$ cat src/hw/nahi_pkg.sv
// Package of constants for the NAND async host interface controller.
package nahi_pkg;
    localparam int CLK_MHZ = 100;
    // Bus timing, in ns, and derived cycle counts (least times round up).
    localparam int T_SETUP_NS = 30;
    localparam int T_PULSE_NS = 30;
    localparam int SETUP_CYC = (T_SETUP_NS * CLK_MHZ + 999) / 1000;
    localparam int PULSE_CYC = (T_PULSE_NS * CLK_MHZ + 999) / 1000;
    // Array figures in us, longest busy to wait before timing out.
    localparam int T_READ_ECC_US = 115;
    localparam int T_READ_US = 30;
    localparam int T_PROG_ECC_US = 240;
    localparam int T_PROG_US = 200;
    localparam int T_ERASE_US = 2000;
    localparam int READ_ECC_CYC = T_READ_ECC_US * CLK_MHZ;
    localparam int READ_CYC = T_READ_US * CLK_MHZ;
    localparam int PROG_ECC_CYC = T_PROG_ECC_US * CLK_MHZ;
    localparam int PROG_CYC = T_PROG_US * CLK_MHZ;
    localparam int ERASE_CYC = T_ERASE_US * CLK_MHZ;
    // Page geometry.
    localparam int PAGE_MAIN = 4096;
    localparam int PAGE_SPARE = 256;
    localparam int PAGE_BYTES = PAGE_MAIN + PAGE_SPARE;
    localparam int PAGES_PER_BLOCK = 64;
    localparam int LOCK_TOP_BLOCK = 47;
    // Command bytes.
    localparam logic [7:0] CMD_RESET = 8'hff;
    // Host register offsets.
    localparam logic [3:0] REG_CTRL = 4'h0;
    localparam logic [3:0] REG_STAT = 4'h1;
    localparam logic [3:0] REG_CMD = 4'h2;
    localparam logic [3:0] REG_ADDR = 4'h3;
    localparam logic [3:0] REG_WDATA = 4'h4;
    localparam logic [3:0] REG_RDATA = 4'h5;
    // Control field positions.
    localparam int CTRL_CE = 0;
    localparam int CTRL_WP = 1;
    localparam int CTRL_STRAP = 2;
    localparam logic [2:0] CTRL_RESET = 3'h0;
    // Status field positions.
    localparam int ST_BUSY_PIN = 0;
    localparam int ST_IDLE = 1;
    localparam int ST_RESET_DONE = 2;
    localparam int ST_TIMEOUT = 3;
    localparam int ST_REFUSED = 4;
    typedef enum logic [1:0] {NAHI_OP_CMD, NAHI_OP_ADDR, NAHI_OP_WR,
        NAHI_OP_RD} nahi_op_t;
endpackage

$ cat src/hw/nahi_host.sv
// Host controller driving an asynchronous NAND flash target.
//
// Notes on behaviour
// Command, address and data share one bidirectional 8-bit bus.
// Command cycles raise the command latch enable, nothing else does.
// Address cycles raise the address latch enable, nothing else does.
// Every command, address and write byte is clocked by write enable.
// Each read enable strobe returns one read byte.
// The device answers only while chip enable selects it.
// Write protect gates program and erase for the whole device.
// Ready/busy is open drain, low while busy, pulled high when ready.
// Block protection strap is sampled at power-up; high enables it.
// The reset command must be the first command after power-on.
// On-die correction starts disabled; set-feature toggles it.
// Page is 4096 plus 256 bytes; a block has 64 pages.
// Program and read by whole page; erase by whole block.
// Data and cache registers combine normally, split in cache mode.
// Data moves byte by byte through data and cache registers.
// Address bytes select either page row or byte column.
// Each die keeps a readable status byte.
// Copy works only within one plane.
// Permanent protection applies to blocks 47 down to 0 only.
// Page read ends within 115 us with correction, 30 us without.
// Program typically 240 or 200 us; erase typically 2 ms.
// Command latched on write enable rise with CE, ALE low, RE high.
// Read byte driven on read enable fall with CE, ALE, CLE low.
// Program and erase blocked while write protect is low.
// Host waits for ready before commands other than status reads; the code also lets reset through while busy.
// Device holds busy low until its operation completes.
`timescale 1ns/1ps
module nahi_host #(
    parameter int BUSY_TIMEOUT = nahi_pkg::ERASE_CYC
) (
    input wire logic sys_clk,
    input wire logic rst_n,
    input wire logic [3:0] reg_addr,
    input wire logic [7:0] reg_wdata,
    input wire logic reg_wr,
    input wire logic reg_rd,
    output logic [7:0] reg_rdata,
    output logic nand_ce_n,
    output logic nand_cle,
    output logic nand_ale,
    output logic nand_we_n,
    output logic nand_re_n,
    output logic nand_wp_n,
    output logic nand_strap,
    output logic [7:0] nand_io_out,
    output logic nand_io_oe,
    input wire logic [7:0] nand_io_in,
    input wire logic nand_rb_n
);
    typedef enum logic [1:0] {NAHI_IDLE, NAHI_SETUP, NAHI_PULSE,
        NAHI_HOLD} nahi_state_t;

    function automatic logic is_op(input logic [3:0] a);
        return a == nahi_pkg::REG_CMD || a == nahi_pkg::REG_ADDR ||
            a == nahi_pkg::REG_WDATA || a == nahi_pkg::REG_RDATA;
    endfunction

    // ------------------------------------------------------------
    // Pin inputs
    // ------------------------------------------------------------
    logic rb_level;
    logic [7:0] io_level;
    nahi_sync u_rb (.sys_clk(sys_clk), .rst_n(rst_n), .pin(nand_rb_n),
        .level(rb_level));
    genvar gi;
    generate
        for (gi = 0; gi < 8; gi++) begin : g_io
            nahi_sync u_io (.sys_clk(sys_clk), .rst_n(rst_n),
                .pin(nand_io_in[gi]), .level(io_level[gi]));
        end
    endgenerate

    // ------------------------------------------------------------
    // Sequencer state
    // ------------------------------------------------------------
    nahi_state_t state, next_state;
    nahi_pkg::nahi_op_t op, next_op;
    logic [2:0] ctrl, next_ctrl;
    logic [7:0] byte_out, next_byte_out;
    logic [7:0] rbyte, next_rbyte;
    logic [3:0] cnt, next_cnt;
    logic [31:0] bwait, next_bwait;
    logic reset_done, next_reset_done;
    logic timeout, next_timeout;
    logic refused, next_refused;
    logic [7:0] rdata_q, next_rdata_q;
    logic accept;
    logic is_status_cmd;

    assign is_status_cmd = reg_wdata == 8'h70 || reg_wdata == 8'h78;

    always_comb begin
        next_state = state;
        next_op = op;
        next_ctrl = ctrl;
        next_byte_out = byte_out;
        next_rbyte = rbyte;
        next_cnt = cnt;
        next_bwait = bwait;
        next_reset_done = reset_done;
        next_timeout = timeout;
        next_refused = refused;
        next_rdata_q = 8'h00;
        accept = 1'b0;
        if (reg_wr && reg_addr == nahi_pkg::REG_CTRL) begin
            next_ctrl = reg_wdata[2:0];
        end
        // Busy watchdog; the link holds no timer of its own.
        if (!rb_level) begin
            if (bwait == BUSY_TIMEOUT - 1) begin
                next_timeout = 1'b1;
            end else begin
                next_bwait = bwait + 32'h1;
            end
        end else begin
            next_bwait = 32'h0;
        end
        if (state == NAHI_IDLE && is_op(reg_addr) &&
            ((reg_wr && reg_addr != nahi_pkg::REG_RDATA) ||
             (reg_rd && reg_addr == nahi_pkg::REG_RDATA))) begin
            accept = 1'b1;
            // The first command must be reset; later commands other than status
            // and reset wait for the ready line, other cycles only for the reset.
            if (reg_addr == nahi_pkg::REG_CMD) begin
                if (!reset_done && reg_wdata != nahi_pkg::CMD_RESET) begin
                    accept = 1'b0;
                end
                if (!rb_level && !is_status_cmd &&
                    reg_wdata != nahi_pkg::CMD_RESET) begin
                    accept = 1'b0;
                end
            end else if (!reset_done) begin
                accept = 1'b0;
            end
            if (!accept) begin
                next_refused = 1'b1;
            end
        end
        if (reg_wr && reg_addr == nahi_pkg::REG_STAT) begin
            next_refused = 1'b0;
            next_timeout = 1'b0;
        end
        unique case (state)
            NAHI_IDLE: begin
                if (accept) begin
                    next_state = NAHI_SETUP;
                    next_cnt = 4'(nahi_pkg::SETUP_CYC - 1);
                    // Set-feature passes through like any other command,
                    // so correction stays as the target last left it.
                    next_byte_out = reg_wdata;
                    unique case (reg_addr)
                        nahi_pkg::REG_CMD: next_op = nahi_pkg::NAHI_OP_CMD;
                        nahi_pkg::REG_ADDR: next_op = nahi_pkg::NAHI_OP_ADDR;
                        nahi_pkg::REG_WDATA: next_op = nahi_pkg::NAHI_OP_WR;
                        default: next_op = nahi_pkg::NAHI_OP_RD;
                    endcase
                    if (reg_addr == nahi_pkg::REG_CMD &&
                        reg_wdata == nahi_pkg::CMD_RESET) begin
                        next_reset_done = 1'b1;
                    end
                end
            end
            NAHI_SETUP: begin
                if (cnt == 4'h0) begin
                    next_state = NAHI_PULSE;
                    next_cnt = 4'(nahi_pkg::PULSE_CYC - 1);
                end else begin
                    next_cnt = cnt - 4'h1;
                end
            end
            NAHI_PULSE: begin
                if (cnt == 4'h0) begin
                    next_state = NAHI_HOLD;
                    next_cnt = 4'(nahi_pkg::SETUP_CYC - 1);
                end else begin
                    next_cnt = cnt - 4'h1;
                end
            end
            NAHI_HOLD: begin
                if (cnt == 4'h0) begin
                    next_state = NAHI_IDLE;
                    // The synchroniser lags the pins by about four cycles,
                    // so this strobe's byte has only settled by now.
                    if (op == nahi_pkg::NAHI_OP_RD) begin
                        next_rbyte = io_level;
                    end
                end else begin
                    next_cnt = cnt - 4'h1;
                end
            end
        endcase
        if (reg_rd) begin
            unique case (reg_addr)
                nahi_pkg::REG_CTRL: next_rdata_q = {5'h0, ctrl};
                nahi_pkg::REG_STAT: next_rdata_q = {3'h0, refused, timeout,
                    reset_done, state == NAHI_IDLE, rb_level};
                nahi_pkg::REG_RDATA: next_rdata_q = rbyte;
                default: next_rdata_q = 8'h00;
            endcase
        end
    end

    always_ff @(posedge sys_clk) begin
        if (!rst_n) begin
            state <= NAHI_IDLE;
            op <= nahi_pkg::NAHI_OP_CMD;
            ctrl <= nahi_pkg::CTRL_RESET;
            byte_out <= 8'h00;
            rbyte <= 8'h00;
            cnt <= 4'h0;
            bwait <= 32'h0;
            reset_done <= 1'b0;
            timeout <= 1'b0;
            refused <= 1'b0;
            rdata_q <= 8'h00;
        end else begin
            state <= next_state;
            op <= next_op;
            ctrl <= next_ctrl;
            byte_out <= next_byte_out;
            rbyte <= next_rbyte;
            cnt <= next_cnt;
            bwait <= next_bwait;
            reset_done <= next_reset_done;
            timeout <= next_timeout;
            refused <= next_refused;
            rdata_q <= next_rdata_q;
        end
    end

    // ------------------------------------------------------------
    // Pin drive
    // ------------------------------------------------------------
    logic active;
    assign active = state != NAHI_IDLE;
    assign reg_rdata = rdata_q;
    assign nand_ce_n = !(ctrl[nahi_pkg::CTRL_CE] || active);
    assign nand_cle = active && op == nahi_pkg::NAHI_OP_CMD;
    assign nand_ale = active && op == nahi_pkg::NAHI_OP_ADDR;
    assign nand_we_n = !(state == NAHI_PULSE &&
        op != nahi_pkg::NAHI_OP_RD);
    assign nand_re_n = !(state == NAHI_PULSE &&
        op == nahi_pkg::NAHI_OP_RD);
    assign nand_io_out = byte_out;
    assign nand_io_oe = active && op != nahi_pkg::NAHI_OP_RD;
    assign nand_wp_n = ctrl[nahi_pkg::CTRL_WP];
    assign nand_strap = ctrl[nahi_pkg::CTRL_STRAP];

    // ------------------------------------------------------------
    // Checks
    // ------------------------------------------------------------
    AST_LATCH_EXCL: assert property (@(posedge sys_clk) disable iff (!rst_n)
        !(nand_cle && nand_ale))
        else $error("Both latch enables high.");
    AST_WE_PULSE: assert property (@(posedge sys_clk) disable iff (!rst_n)
        $fell(nand_we_n) |-> !nand_ce_n && nand_re_n && nand_io_oe)
        else $error("Write strobe without select or drive.");
    AST_WE_WIDTH: assert property (@(posedge sys_clk) disable iff (!rst_n)
        $fell(nand_we_n) |-> !nand_we_n [*3] ##1 nand_we_n)
        else $error("Write strobe width wrong.");
    AST_RE_WIDTH: assert property (@(posedge sys_clk) disable iff (!rst_n)
        $fell(nand_re_n) |-> !nand_re_n [*3] ##1 nand_re_n)
        else $error("Read strobe width wrong.");
    AST_RE_NO_DRIVE: assert property (@(posedge sys_clk) disable iff (!rst_n)
        !nand_re_n |-> !nand_io_oe && !nand_cle && !nand_ale)
        else $error("Bus driven during read strobe.");
    AST_FIRST_RESET: assert property (@(posedge sys_clk) disable iff (!rst_n)
        ($fell(nand_we_n) && !reset_done) |-> 1'b0)
        else $error("Strobe before reset command.");
    AST_CMD_STAT: assert property (@(posedge sys_clk) disable iff (!rst_n)
        (accept && reg_addr == nahi_pkg::REG_CMD && !rb_level)
        |-> reg_wdata == nahi_pkg::CMD_RESET || is_status_cmd)
        else $error("Command issued while busy.");
    AST_CE_SELECT: assert property (@(posedge sys_clk) disable iff (!rst_n)
        active |-> !nand_ce_n)
        else $error("Cycle without chip enable.");
    AST_WP_FOLLOW: assert property (@(posedge sys_clk) disable iff (!rst_n)
        (reg_wr && reg_addr == nahi_pkg::REG_CTRL)
        |=> nand_wp_n == $past(reg_wdata[1]))
        else $error("Write protect pin not updated.");
endmodule // nahi_host

$ cat src/hw/nahi_sync.sv
// Three-stage pin synchroniser with agreement of the last two stages.
`timescale 1ns/1ps
module nahi_sync (
    input wire logic sys_clk,
    input wire logic rst_n,
    input wire logic pin,
    output logic level
);
    logic s1;
    logic s2;
    logic s3;
    logic next_level;

    always_comb begin
        next_level = level;
        if (s2 == s3) begin
            next_level = s3;
        end
    end

    // Resets to high: an idle pulled-up ready line reads ready.
    always_ff @(posedge sys_clk) begin
        if (!rst_n) begin
            s1 <= 1'b1;
            s2 <= 1'b1;
            s3 <= 1'b1;
            level <= 1'b1;
        end else begin
            s1 <= pin;
            s2 <= s1;
            s3 <= s2;
            level <= next_level;
        end
    end
endmodule // nahi_sync

$ cat config.mk
export PLATFORM = sky130hd
export DESIGN_NAME = nahi_host
export DESIGN_NICKNAME = d
export VERILOG_FILES = /design/src/hw/nahi_pkg.sv /design/src/hw/nahi_host.sv /design/src/hw/nahi_sync.sv
export SDC_FILE = /design/constraint.sdc
export NUM_CORES = 1
export LEC_CHECK = 0
export BUFFER_PORTS_ARGS = -buffer_cell sky130_fd_sc_hd__buf_2
export CORE_UTILIZATION = 49
export DETAILED_ROUTE_END_ITERATION = 8
export PLACE_DENSITY = 0.8
export SLEW_MARGIN = 40
export SYNTH_ARGS = -nofsm -noshare
export SYNTH_HDL_FRONTEND = slang
export SYNTH_HIERARCHICAL = 1
export SYNTH_SLANG_ARGS = --single-unit
$ cat constraint.sdc
create_clock -name sys_clk -period 2.8 [get_ports sys_clk]
set_input_delay 0.14 -clock sys_clk [delete_from_list [all_inputs] [get_ports sys_clk]]
set_output_delay 0.14 -clock sys_clk [all_outputs]
set_load 0.05 [all_outputs]
# Yosys cells after proc, flatten, opt, wreduce, memory -nomap -nowiden

Cells that the tools add are included.

Bits of input ports: 25
Output and inout port bits: 24
Word-level logic and storage cells: 143
Flip-flop bits (word level): 106

Equal/unequal tests: 31
Add/subtract/negate cells: 2
Bitwise logic cells: 3
Reduce and logical (&&, ||, !) cells: 43
Mux-type cells: 17

Operators with widths:

| kind                                                   | number |
|---|---|
| adder 32 x 1 -> 32 bit (second input constant)         | 1 |
| equality test 32 x 18 -> 1 bit (second input constant) | 1 |
| one-hot mux 8 bit (3 select lines)                     | 1 |
| equality test 8 x 7 -> 1 bit (second input constant)   | 2 |
| logical AND 1 bit                                      | 15 |
| two-way mux 4 bit                                      | 3 |
| != test 2 bit (second input constant)                  | 6 |
| one-hot mux 4 bit (3 select lines)                     | 1 |
| AND reduction 2 bit                                    | 5 |
| equality test 1 bit                                    | 9 |
| equality test 4 x 2 -> 1 bit (second input constant)   | 2 |
| equality test 4 x 3 -> 1 bit (second input constant)   | 2 |
| equality test 8 bit (second input constant)            | 1 |
| logical NOT 4 bit                                      | 2 |
| two-way mux 2 bit                                      | 4 |
| != test 8 bit (second input constant)                  | 1 |
| one-hot mux 2 bit (4 select lines)                     | 1 |
| equality test 2 bit (second input constant)            | 3 |
| logical NOT 1 bit                                      | 6 |
| logical OR 1 bit                                       | 6 |
| two-way mux 1 bit                                      | 6 |
| one-hot mux 2 bit (3 select lines)                     | 1 |
| AND reduction 3 bit                                    | 2 |
| OR reduction 2 bit                                     | 3 |
| other kinds (8)                                        | 12 |

# Longest topological paths before layout

Gate-level depths: netlist (run 1).

Depth in word-level cells: 11
Mapped depth: 7
Depth with buffers taken out: 7

# Cells and area by module

The synthesis (run 1) kept the hierarchy.

By module, submodules not included:

| module    | seq. area each (um^2) | instances | cells an instance | area each (um^2) |
|---|---|---|---|---|
| nahi_host | 1401.3                | 1         | 369               | 3298.2 |
| nahi_sync | 80.1                  | 9         | 10                | 112.6 |

# Worst setup path after synthesis (run 1)

No wires, ideal clock.

Path kind: in2reg
From: input reg_addr[0]
To: register op[1]
Stages: 7
Arrival time: 1.984 ns
Setup slack: 0.700 ns
Cells stage by stage: buf_6 > or4b_4 > or4_4 > a311oi_2 > buf_6 > nand3_1 > o211a_1

Longest elaborated chain between the ends: 8
Elaborated cells on any way between the ends: 18

Ends and longest elaborated chain:

| item                                                   | RTL line                                            | RTL |
|---|---|---|
| start, declared                                        | nahi_host.sv:36                                     | `input wire logic [3:0] reg_addr,` |
| equality test 4 x 2 -> 1 bit, on equally long branches | nahi_host.sv:57, nahi_host.sv:127, nahi_host.sv:154 |  |
| logical OR 1 bit (2 in series)                         | nahi_host.sv:57                                     | `return a == nahi_pkg::REG_CMD \|\| a == nahi_pkg::REG_ADDR \|\|` |
| logical OR 1 bit                                       | nahi_host.sv:58                                     | `a == nahi_pkg::REG_WDATA \|\| a == nahi_pkg::REG_RDATA;` |
| logical AND 1 bit (2 in series)                        | nahi_host.sv:121                                    | `if (state == NAHI_IDLE && is_op(reg_addr) &&` |
| two-way mux 1 bit                                      | nahi_host.sv:121                                    |  |
| AND reduction 2 bit (no source line)                   | n/a                                                 |  |
| end signal, assigned                                   | nahi_host.sv:209                                    | `op <= nahi_pkg::NAHI_OP_CMD;` |
| end signal, assigned                                   | nahi_host.sv:221                                    | `op <= next_op;` |
| end, declared                                          | nahi_host.sv:80                                     | `nahi_pkg::nahi_op_t op, next_op;` |

Parallel ways exist; a longest one is shown, timed or not. The select of a mux whose other input is x is not followed.
A chain may end at the register's enable or synchronous reset.

# Final worst setup path (run 1)

From: input reg_wdata[5]
To: register byte_out[5] (netlist: nand_io_out[5])

Longest elaborated chain between the ends: 10
Elaborated cells on any way between the ends: 14

Ends and longest elaborated chain:

| item                                 | RTL line         | RTL |
|---|---|---|
| start, declared                      | nahi_host.sv:37  | `input wire logic [7:0] reg_wdata,` |
| equality test 8 x 7 -> 1 bit         | nahi_host.sv:93  | `assign is_status_cmd = reg_wdata == 8'h70 \|\| reg_wdata == 8'h78;` |
| logical OR 1 bit                     | nahi_host.sv:93  |  |
| logical NOT 1 bit                    | nahi_host.sv:131 | `if (!rb_level && !is_status_cmd &&` |
| logical AND 1 bit (2 in series)      | nahi_host.sv:131 |  |
| two-way mux 1 bit                    | nahi_host.sv:131 |  |
| two-way mux 1 bit                    | nahi_host.sv:127 | `if (reg_addr == nahi_pkg::REG_CMD) begin` |
| two-way mux 1 bit (2 in series)      | nahi_host.sv:121 |  |
| AND reduction 2 bit (no source line) | n/a              |  |
| end signal, assigned                 | nahi_host.sv:223 | `byte_out <= next_byte_out;` |
| end, declared                        | nahi_host.sv:82  | `logic [7:0] byte_out, next_byte_out;` |

Parallel ways exist; a longest one is shown, timed or not. The select of a mux whose other input is x is not followed.

==> run metrics, run 1 <==
Critical Path Slowest Stage Cell or4b_2; run status finished, final reports clean; Synth Net Count 492; Top-Level Pins 49; Seq cells post-synth 106; slew of the pin with the lowest slew margin 0.696 ns; buffer type at the clock tree root clkbuf_8; standard-cell rows 33; Inst Count DP 606; number of search-and-repair iterations in the first detailed-routing pass 4; TritonCTS clock tree done; share of flip-flops with an asynchronous set or reset 0%; count of buffering cells on the critical path with inverters included 3; RSZ-0062 raised after global routing false; final std cells w/o fill 635; number of violations of the max-capacitance limit 0; last weighted congestion value of the routability-driven placer 0.787; Final Setup Violations 0; Setup TNS Final 0 ns; commonest cells after routing, fill and taps aside 106 x dfxtp_1, 57 x nor2_1, 48 x buf_2; post-synthesis share of cell area spent on xor and xnor gates 5.69%; Gates resized, CTS repair 0; Initial Util 51.4%; DRC errors left 0; most common cell after layout, fill and taps aside dfxtp_1; cell area after synthesis 4310 um^2; largest voltage drop on the vdd net 0.530 mV; Core ar. 8380 um^2; Max Fclk 467 MHz; Post-Syn Instances 459; clock latency at the later pin of the worst-skew pair 0.38 ns; total gr overflow 0; path type of the worst min-delay path input pin to flop; CTS clock-pin slew for the worst setup and hold paths 0.11 ns; number of unique standard cell types used by synthesis 54; number of flops mapped to enable cells by yosys 0; H-tree levels 3; CTS Buffer Depth 2; ordered list of cells on the worst path dlygate4sd3_1 > buf_2 > nand3_1 > or4b_2 > a311oi_2 > buf_4 > nand3_1 > o21ai_0; compound-gate portion of the synthesized area 8.24%; adder and majority gate portion of the synthesized area 2.32%; drt via density 5.26; nature of the critical path startpoint input pin; simple logic cell fraction of the synthesized area 26.7%; First DRT Iteration DRCs 115; CP Capture Type flop; share of synthesized area spent on multiplexers 4.76%; standby leakage power 0.00186 uW; final-report max-slew violation count 0; dominant register cell in the synthesized netlist dfxtp_1; global-route wire length before repair 14.1 mm; most numerous cell on the critical path nand3_1; yosys synthesis warning count 6; Die Outline Area 9180 um^2; floorplan die width 95.8 um; Num Clock Sinks 106; power per cell area 514 nW/um^2; buffer count from post-CTS setup fixing 0; Critical Path Fanout Max 16; worst slew margin relative to its limit 52.9%; Reg2Reg Depth 6; cts bufs inserted 9; average cell area after synthesis 9.39 um^2; max incr delay on CP 0.68 ns; count of port buffers added during placement 48; average wire length per cell after detail routing 13.1 um; share of cells above drive strength 1 17.0%; antenna violations before repair 0; largest family of logic cells by synthesized area simple AND/OR/NAND/NOR gates; Routed Antenna Nets 0; start-to-end type of the worst setup path input pin to flop; number of global-route vias before repair 3143; post-cts hold buffer count 13; die span in y 95.8 um; cell class contributing the biggest share of worst-path delay simple AND/OR/NAND/NOR gates; source of the worst register-to-register timing path bwait[0]; worst setup skew after layout 0.00997 ns; end of the worst register-to-register path bwait[5]; worst hold path stage count 3; clock period minus worst slack 2.14 ns; Antenna Cells 0; worst path arrival time 2.46 ns; power after layout 2560 uW; worst setup slack for register-to-register paths 0.73 ns; capture endpoint of the worst hold path nand_io_out[0]; Detailed Route WL 8.30 mm; proportion of synthesized chip area in sequential cells 49.2%; final-layout fill cell count 728; Area Growth Syn to Fin 15.4%; total number of vias 3340; net total in the final layout 558; final hold vios 0; pin count of the biggest net entering global routing 34; final period utilization 76.4%; CP Data Required Time 3.12 ns; detailed placer's ending HPWL 5.82 mm; Overall Global Routing Usage 19.8%; Worst Hold Launch reg_wdata[0]
[worst max path at each step]
stage	end	from	cells after the start	slack, ns
after global placement	nand_io_out[0]	reg_addr[0]	7	0.52
after CTS	bwait[5]	bwait[0]	6	0.68
after detailed placement	nand_io_out[5]	reg_addr[0]	7	0.44
final	nand_io_out[5]	reg_wdata[5]	8	0.66
after floorplan	op[1]	reg_addr[0]	7	0.70
after global routing	nand_io_out[6]	reg_wdata[5]	8	0.47
[synth_stat cells, types with 3 or more instances]
master      n  area (um^2)
nor3_1      5         25.0
and2_1      4         25.0
clkbuf_1    7         26.3
nor4bb_1    3         30.0
nor4_1      6         37.5
xor2_1     24          210
a22oi_1     5         37.5
dfxtp_1   106         2120
buf_6       3         33.8
o21ai_1    10         50.1
xnor2_1     4         35.0
nand4_1    11         68.8
nand2_1    39          146
nor2b_1    16          100
nor2_1     57          214
inv_1       7         26.3
o21ai_0    12         60.1
mux2i_1    16          160
nor3b_1     4         30.0
nand2b_1   27          169
ha_1        8          100
a21oi_1    14         70.1
and3_1      4         25.0
mux2_2      4         45.0
nand3_1    26          130
[cell families after synthesis]
kind of cell | after synthesis
multiplexers | 20
flip-flops | 106
adder cells (fa/ha/maj) | 8
AND/OR/NAND/NOR | 218
AO/OA/AOI/OAI | 57
buffers and inverters | 22
XOR/XNOR | 28
[routing by layer]
metal  share of wire, %  global-route usage [%]  up-vias
met1                 47                    24.1     1551
met2                 48                    33.3       59
met3                4.0                    6.08       13
met4                1.3                    6.22        0
li1                   -                       -     1717
met5                  0                       0        -
[per-stage QoR]
step                setup WS (ns)  hold WS, ns  utilization, %  cell area (um^2)
finish                      0.660       0.0198            59.4              4970
CTS                         0.679       0.0147            59.4              4970
global route                0.474       0.0346            59.4              4970
detailed placement          0.442        0.323            55.5              4650
floorplan                   0.700        0.213               -              4310
global placement            0.516        0.319            55.4              4640
[worst register-to-register path, cell delays in order, from the launching register on]
cell      delay, ns
dfxtp_1        0.39
ha_1           0.20
nand3_1        0.16
or2_2          0.39
nor3_2         0.50
o311ai_0       0.21
o41ai_1        0.11
[power by group]
group | switching, uW | leakage [uW] | total (uW) | internal, uW
clock network | 576 | 0.000101 | 926 | 350
logic | 49.9 | 0.000897 | 99.6 | 49.8
registers | 7.06 | 0.000860 | 1530 | 1520
total | 633 | 0.00186 | 2560 | 1920
[layout make-up]
class                      count  area [um^2]  area share (%)
inverter                       7         26.3           0.528
multi-input combinational    331         2060            41.5
clock buffer                   9          124            2.49
sequential                   106         2120            42.7
clock inverter                 7         70.1            1.41
timing repair buffer          70          438            8.80
tap                          105          131            2.64
[registers in the layout, indices dropped and copies added, names as in the netlist, 3 cells and up]
| name | flops |
|---|---|
| reg_rdata | 8 |
| bwait | 32 |
| cnt | 4 |
| nand_io_out | 8 |
| g_io.u_io/s2 | 8 |
| g_io.u_io/s3 | 8 |
| ctrl | 3 |
| g_io.u_io/s1 | 8 |
| rbyte | 8 |
| g_io.u_io/level | 8 |
(Power assumes the default switching activity.)
==> run 2: changes to the inputs <==
Clock period 2.8 ns to 2.2 ns, I/O delays scaled along.
==> run 2 against run 1 <==
Largest cell class unchanged. Non-clock buffer count increased by 11. Sequential cell count unchanged. Die area is the same. Sequential power up 27%. Clock skew hardly changed. Worst hold slack improved by 0.0032 ns.
==> run metrics, run 2 (synthesis gave the netlist of run 1 again) <==
antenna violations before repair 0; CP Capture Type flop; count of buffering cells on the critical path with inverters included 3; total gr overflow 0; Setup TNS Final 0 ns; nature of the critical path startpoint input pin; standby leakage power 0.00191 uW; commonest cells after routing, fill and taps aside 106 x dfxtp_1, 57 x nor2_1, 48 x buf_2; worst hold path stage count 3; Gates resized, CTS repair 0; number of violations of the max-capacitance limit 0; pre-CTS WS 0.0642 ns; Max Fclk 511 MHz; utilization of the core after routing 60.4%; CTS clock-pin slew for the worst setup and hold paths 0.10 ns; standard-cell rows 33; number of search-and-repair iterations in the first detailed-routing pass 4; pin count of the biggest net entering global routing 32; number of global-route vias before repair 3131; buffer count from post-CTS setup fixing 0; worst slew margin relative to its limit 65.0%; Routed Antenna Nets 0; Detailed Route WL 8.30 mm; run status finished, final reports clean; Critical Path Slowest Stage Cell or4b_2; First DRT Iteration DRCs 117; Core ar. 8380 um^2; cell class contributing the biggest share of worst-path delay simple AND/OR/NAND/NOR gates; Final Setup Violations 0; slew of the pin with the lowest slew margin 0.518 ns; Initial Util 51.4%; CP Data Required Time 2.48 ns; clock period minus worst slack 1.96 ns; source of the worst register-to-register timing path bwait[0]; Die Outline Area 9180 um^2; end of the worst register-to-register path bwait[1]; max incr delay on CP 0.68 ns; Area Growth Syn to Fin 17.3%; capture endpoint of the worst hold path nand_io_out[1]; largest voltage drop on the vdd net 0.560 mV; final period utilization 89.0%; flip-flop count of the largest register after layout 32; worst path arrival time 2.23 ns; DRC errors left 0; count of port buffers added during placement 48; RSZ-0062 raised after global routing false; CTS Buffer Depth 2; post-cts hold buffer count 16; H-tree levels 3; global-route wire length before repair 13.7 mm; final-report max-slew violation count 0; buffer type at the clock tree root clkbuf_8; Overall Global Routing Usage 19.2%; detailed placer's ending HPWL 5.85 mm; Critical Path Fanout Max 4; most numerous cell on the critical path nand3_1; final hold vios 0; Antenna Cells 0; Final Worst Setup Slack 0.242 ns; die span in y 95.8 um; average wire length per cell after detail routing 12.8 um; Top-Level Pins 49; share of cells above drive strength 1 17.9%; power per cell area 641 nW/um^2; path type of the worst min-delay path input pin to flop; Worst Hold Launch reg_wdata[1]; last weighted congestion value of the routability-driven placer 0.782; ordered list of cells on the worst path dlygate4sd3_1 > buf_2 > nand3_1 > or4b_2 > a311oi_2 > buf_4 > nand3_1 > o211a_1; worst setup slack for register-to-register paths 0.32 ns; total number of vias 3415; floorplan die width 95.8 um; clock latency at the later pin of the worst-skew pair 0.38 ns; Biggest register bwait; TritonCTS clock tree done; drt via density 5.29; start-to-end type of the worst setup path input pin to flop; Num Clock Sinks 106; net total in the final layout 569; Reg2Reg Depth 7; most common cell after layout, fill and taps aside dfxtp_1; cts bufs inserted 9; worst setup skew after layout 0.00991 ns
## run 2: changes by cell type in the layout (fill, tap and decap cells not counted)
cell,previous run,this run
buf_4,9,17
dlygate4sd3_1,13,16
clkinv_4,1,2
inv_6,2,1
nor4bb_1,2,3
nor4bb_2,1,0
## run 2: how the worst max path moves through the flow
stage                      start        endpoint  slack (ns)  depth (start not counted)
CTS                 reg_wdata[4]  nand_io_out[6]        0.27                          8
detailed placement  reg_wdata[0]  nand_io_out[6]        0.06                          7
floorplan            reg_addr[0]           op[1]        0.13                          7
global route        reg_wdata[5]  nand_io_out[4]        0.11                          8
finish              reg_wdata[4]           op[1]        0.24                          8
global placement    reg_wdata[0]           op[1]         0.1                          7
## run 2: through the flow
step,area [um^2],hold WS [ns],total power (uW),cells
2_1_floorplan,4310,0.183,2060,459
3_3_place_gp,4700,0.288,2110,614
3_5_place_dp,4700,0.293,2110,614
4_1_cts,5060,0.00630,3280,646
5_1_grt,5060,0.0298,3370,646
6_report,5060,0.0230,3240,646
## run 2: metal layers
layer  up-vias  GRT usage (%)  wire length (um)
met3        11           6.00               342
met2        72           33.1              4130
met5         -              0                 0
li1       1736              -                 -
met1      1596           22.9              3740
met4         0           5.60                94
## run 2: power breakdown
| group | switching [uW] | internal [uW] |
|---|---|---|
| clock network | 714 | 443 |
| logic | 65.7 | 71.5 |
| registers | 9.06 | 1940 |
| total | 789 | 2450 |
## run 2: worst reg2reg max path, delay by kind of cell, from the launching register on
family                   cells  cell delay, ns
adder cells (fa/ha/maj)      1            0.20
buffers and inverters        1            0.18
flip-flops                   1            0.40
multiplexers                 1            0.19
AND/OR/NAND/NOR              4            0.80
## run 2: layout make-up
class                      count  area (um^2)
clock buffer                   9          124
sequential                   106         2120
tap                          105          131
timing repair buffer          81          528
clock inverter                 7         70.1
inverter                       7         26.3
fill                         709         3320
multi-input combinational    331         2060
==> run 3: changes to the inputs <==
Settings changed: CORE_MARGIN from default to 2, PLACE_DENSITY 0.8 to 0.79, SYNTH_HIERARCHICAL 1 to default.
==> run 3 against run 2 <==
Area after synthesis is 0.23% lower. Via count rose by 1.3%. Critical path depth grew 1. Register-to-register slack got worse by 0.19 ns. Synthesized cell count did not move. Final area increased by 1.1%. Wire length is 7.0% higher. Clock skew down 0.0012 ns. Sequential share of layout area shrank 0.45 points. Critical endpoint is now nand_io_out[1]. Largest cell class unchanged.
==> run metrics, run 3 <==
run status finished, final reports clean; number of unique standard cell types used by synthesis 52; total gr overflow 0; placement-stage cell area 4740 um^2; end of the worst register-to-register path nand_io_out[1]; dominant register cell in the synthesized netlist dfxtp_1; main area contributors after synthesis dfxtp_1 49%, mux2i_1 6.1%, nor2_1 5.2%, nand2b_1 4.4%, xnor2_1 3.5%; TritonCTS clock tree done; Die Outline Area 9540 um^2; Antenna Cells 0; share of flip-flops with an asynchronous set or reset 0%; Overall Global Routing Usage 18.9%; Area Growth Syn to Fin 18.9%; worst setup slack for register-to-register paths 0.13 ns; slew of the pin with the lowest slew margin 0.524 ns; CP Data Required Time 2.45 ns; clock period minus worst slack 2.07 ns; area leader, netlist dfxtp_1; largest voltage drop on the vdd net 0.514 mV; Core ar. 8640 um^2; total number of vias 3461; Max Fclk 484 MHz; pin count of the biggest net entering global routing 49; CP Capture Type flop; DRC errors left 0; First DRT Iteration DRCs 118; die span in y 97.7 um; yosys synthesis warning count 0; Final Setup Violations 0; final hold vios 0; detailed placer's ending HPWL 6.11 mm; CTS Buffer Depth 2; Top-Level Pins 49; Detailed Route WL 8.88 mm; worst slew margin relative to its limit 65.0%; last weighted congestion value of the routability-driven placer 0.786; Seq cells post-synth 106; Synth Net Count 492; worst path arrival time 2.32 ns; average cell area after synthesis 9.37 um^2; start-to-end type of the worst setup path flop to flop; Post-Syn Instances 459; H-tree levels 3; buffer type at the clock tree root clkbuf_8; power per cell area 673 nW/um^2; Final Instance Area 5110 um^2; Initial Util 49.8%; floorplan die width 97.7 um; standby leakage power 0.00188 uW; Routed Antenna Nets 0; worst hold path stage count 3; count of port buffers added during placement 48; net total in the final layout 564; final-report max-slew violation count 0; Worst Hold Launch reg_wdata[7]; final period utilization 94.0%; flip-flop count of the largest register after layout 32; global-route wire length before repair 15.1 mm; Setup TNS Final 0 ns; commonest cells in the synthesized netlist 106 x dfxtp_1, 60 x nor2_1, 30 x nand2b_1, 27 x nand2_1, 26 x mux2i_1; standard-cell rows 34; share of cells above drive strength 1 17.9%; antenna violations before repair 0; CTS clock-pin slew for the worst setup and hold paths 0.10 ns; Critical Path Fanout Max 12; most common cell after layout, fill and taps aside dfxtp_1; number of search-and-repair iterations in the first detailed-routing pass 4; most frequent cell after synthesis dfxtp_1; cell area after synthesis 4300 um^2; cts bufs inserted 9; source of the worst register-to-register timing path state[0]; path type of the worst min-delay path input pin to flop; Reg2Reg Depth 9; average wire length per cell after detail routing 13.8 um; worst setup skew after layout 0.00873 ns; proportion of synthesized chip area in sequential cells 49.3%; nature of the critical path startpoint flop; Biggest register bwait; Num Clock Sinks 106; clock latency at the later pin of the worst-skew pair 0.37 ns; number of violations of the max-capacitance limit 0; number of global-route vias before repair 3381; drt via density 5.37; number of flops mapped to enable cells by yosys 0; capture endpoint of the worst hold path nand_io_out[7]; commonest cells after routing, fill and taps aside 106 x dfxtp_1, 60 x nor2_1, 48 x buf_2; share of Yosys cell area claimed by the top area cell type 49.3%
==> run 3: changes by cell type in the layout (fill, tap and decap cells not counted), sizes merged, moves of 6 or more <==
cell	delta
mux2i	+10
nand4	-6
or3	+10
nand3	-12
nand2	-12
nor2b	-16
xnor2	+13
nor3	+15
xor2	-20
==> run 3: what timing repair did <==
| action | CTS | global route |
|---|---|---|
| endpoints found under the setup margin | 0 | 6 |
| hold buffers | 12 | 0 |
| setup buffers | 0 | 1 |
| gates resized for setup | 0 | 3 |
| endpoints found under the hold margin | 12 | 0 |
==> run 3: cell type report <==
type	count	area, um^2
Clock buffer	10	128
Clock inverter	6	103
Fill cell	719	3520
Inverter	12	45.0
Multi-Input combinational cell	324	2070
Sequential cell	106	2120
Tap cell	108	135
Timing Repair Buffer	78	508
==> run 3: metal layers <==
layer,global-route usage (%),routed length [um],vias up
met5,0,0,-
met4,5.56,59,0
met3,4.89,307,5
met2,31.8,4380,64
met1,24.0,4130,1649
li1,-,-,1743
==> run 3: worst max-delay path: stages (launching register included) <==
cell	delay, ns
dfxtp_1	0.36
inv_1	0.12
ha_2	0.19
inv_1	0.05
or3_4	0.39
a311oi_4	0.27
buf_4	0.18
buf_12	0.13
mux2i_1	0.19
nor2_1	0.06
==> run 3: kinds of logic after synthesis <==
kind of cell / share of synthesized area, %
compound gates: 9.63
xor+xnor: 4.28
fa+ha+maj: 2.33
buf+inv: 2.88
flops: 49.3
mux: 6.84
simple gates: 24.7
==> run 3: worst max path at each step <==
stage	start	end	slack (ns)	cells after the start
final	state[0]	nand_io_out[1]	0.13	9
after global routing	state[1]	nand_io_out[1]	-0.0004	9
after CTS	state[1]	cnt[3]	0.03	6
after detailed placement	reg_addr[2]	cnt[3]	-0.07	7
after global placement	reg_addr[2]	cnt[3]	0.04	7
after floorplan	reg_addr[0]	nand_io_out[2]	0.01	7
==> run 3: where the power goes <==
group / leakage (uW) / internal, uW / total [uW] / switching [uW]
sequential: 0.000860 / 1940 / 1950 / 9.82
clock: 0.000117 / 670 / 1360 / 687
combinational: 0.000899 / 67.0 / 136 / 69.4
==> run 3: through the flow <==
stage	hold slack (ns)	util [%]	instances	worst slack, ns	total power, uW
2_1_floorplan	0.211	-	459	0.0111	2060
3_3_place_gp	0.290	54.9	615	0.0374	2110
3_5_place_dp	0.295	54.9	615	-0.0713	2110
4_1_cts	0.00362	59.0	643	0.0290	3470
5_1_grt	0.0258	59.2	644	-0.000435	3560
6_report	0.0108	59.2	644	0.132	3440
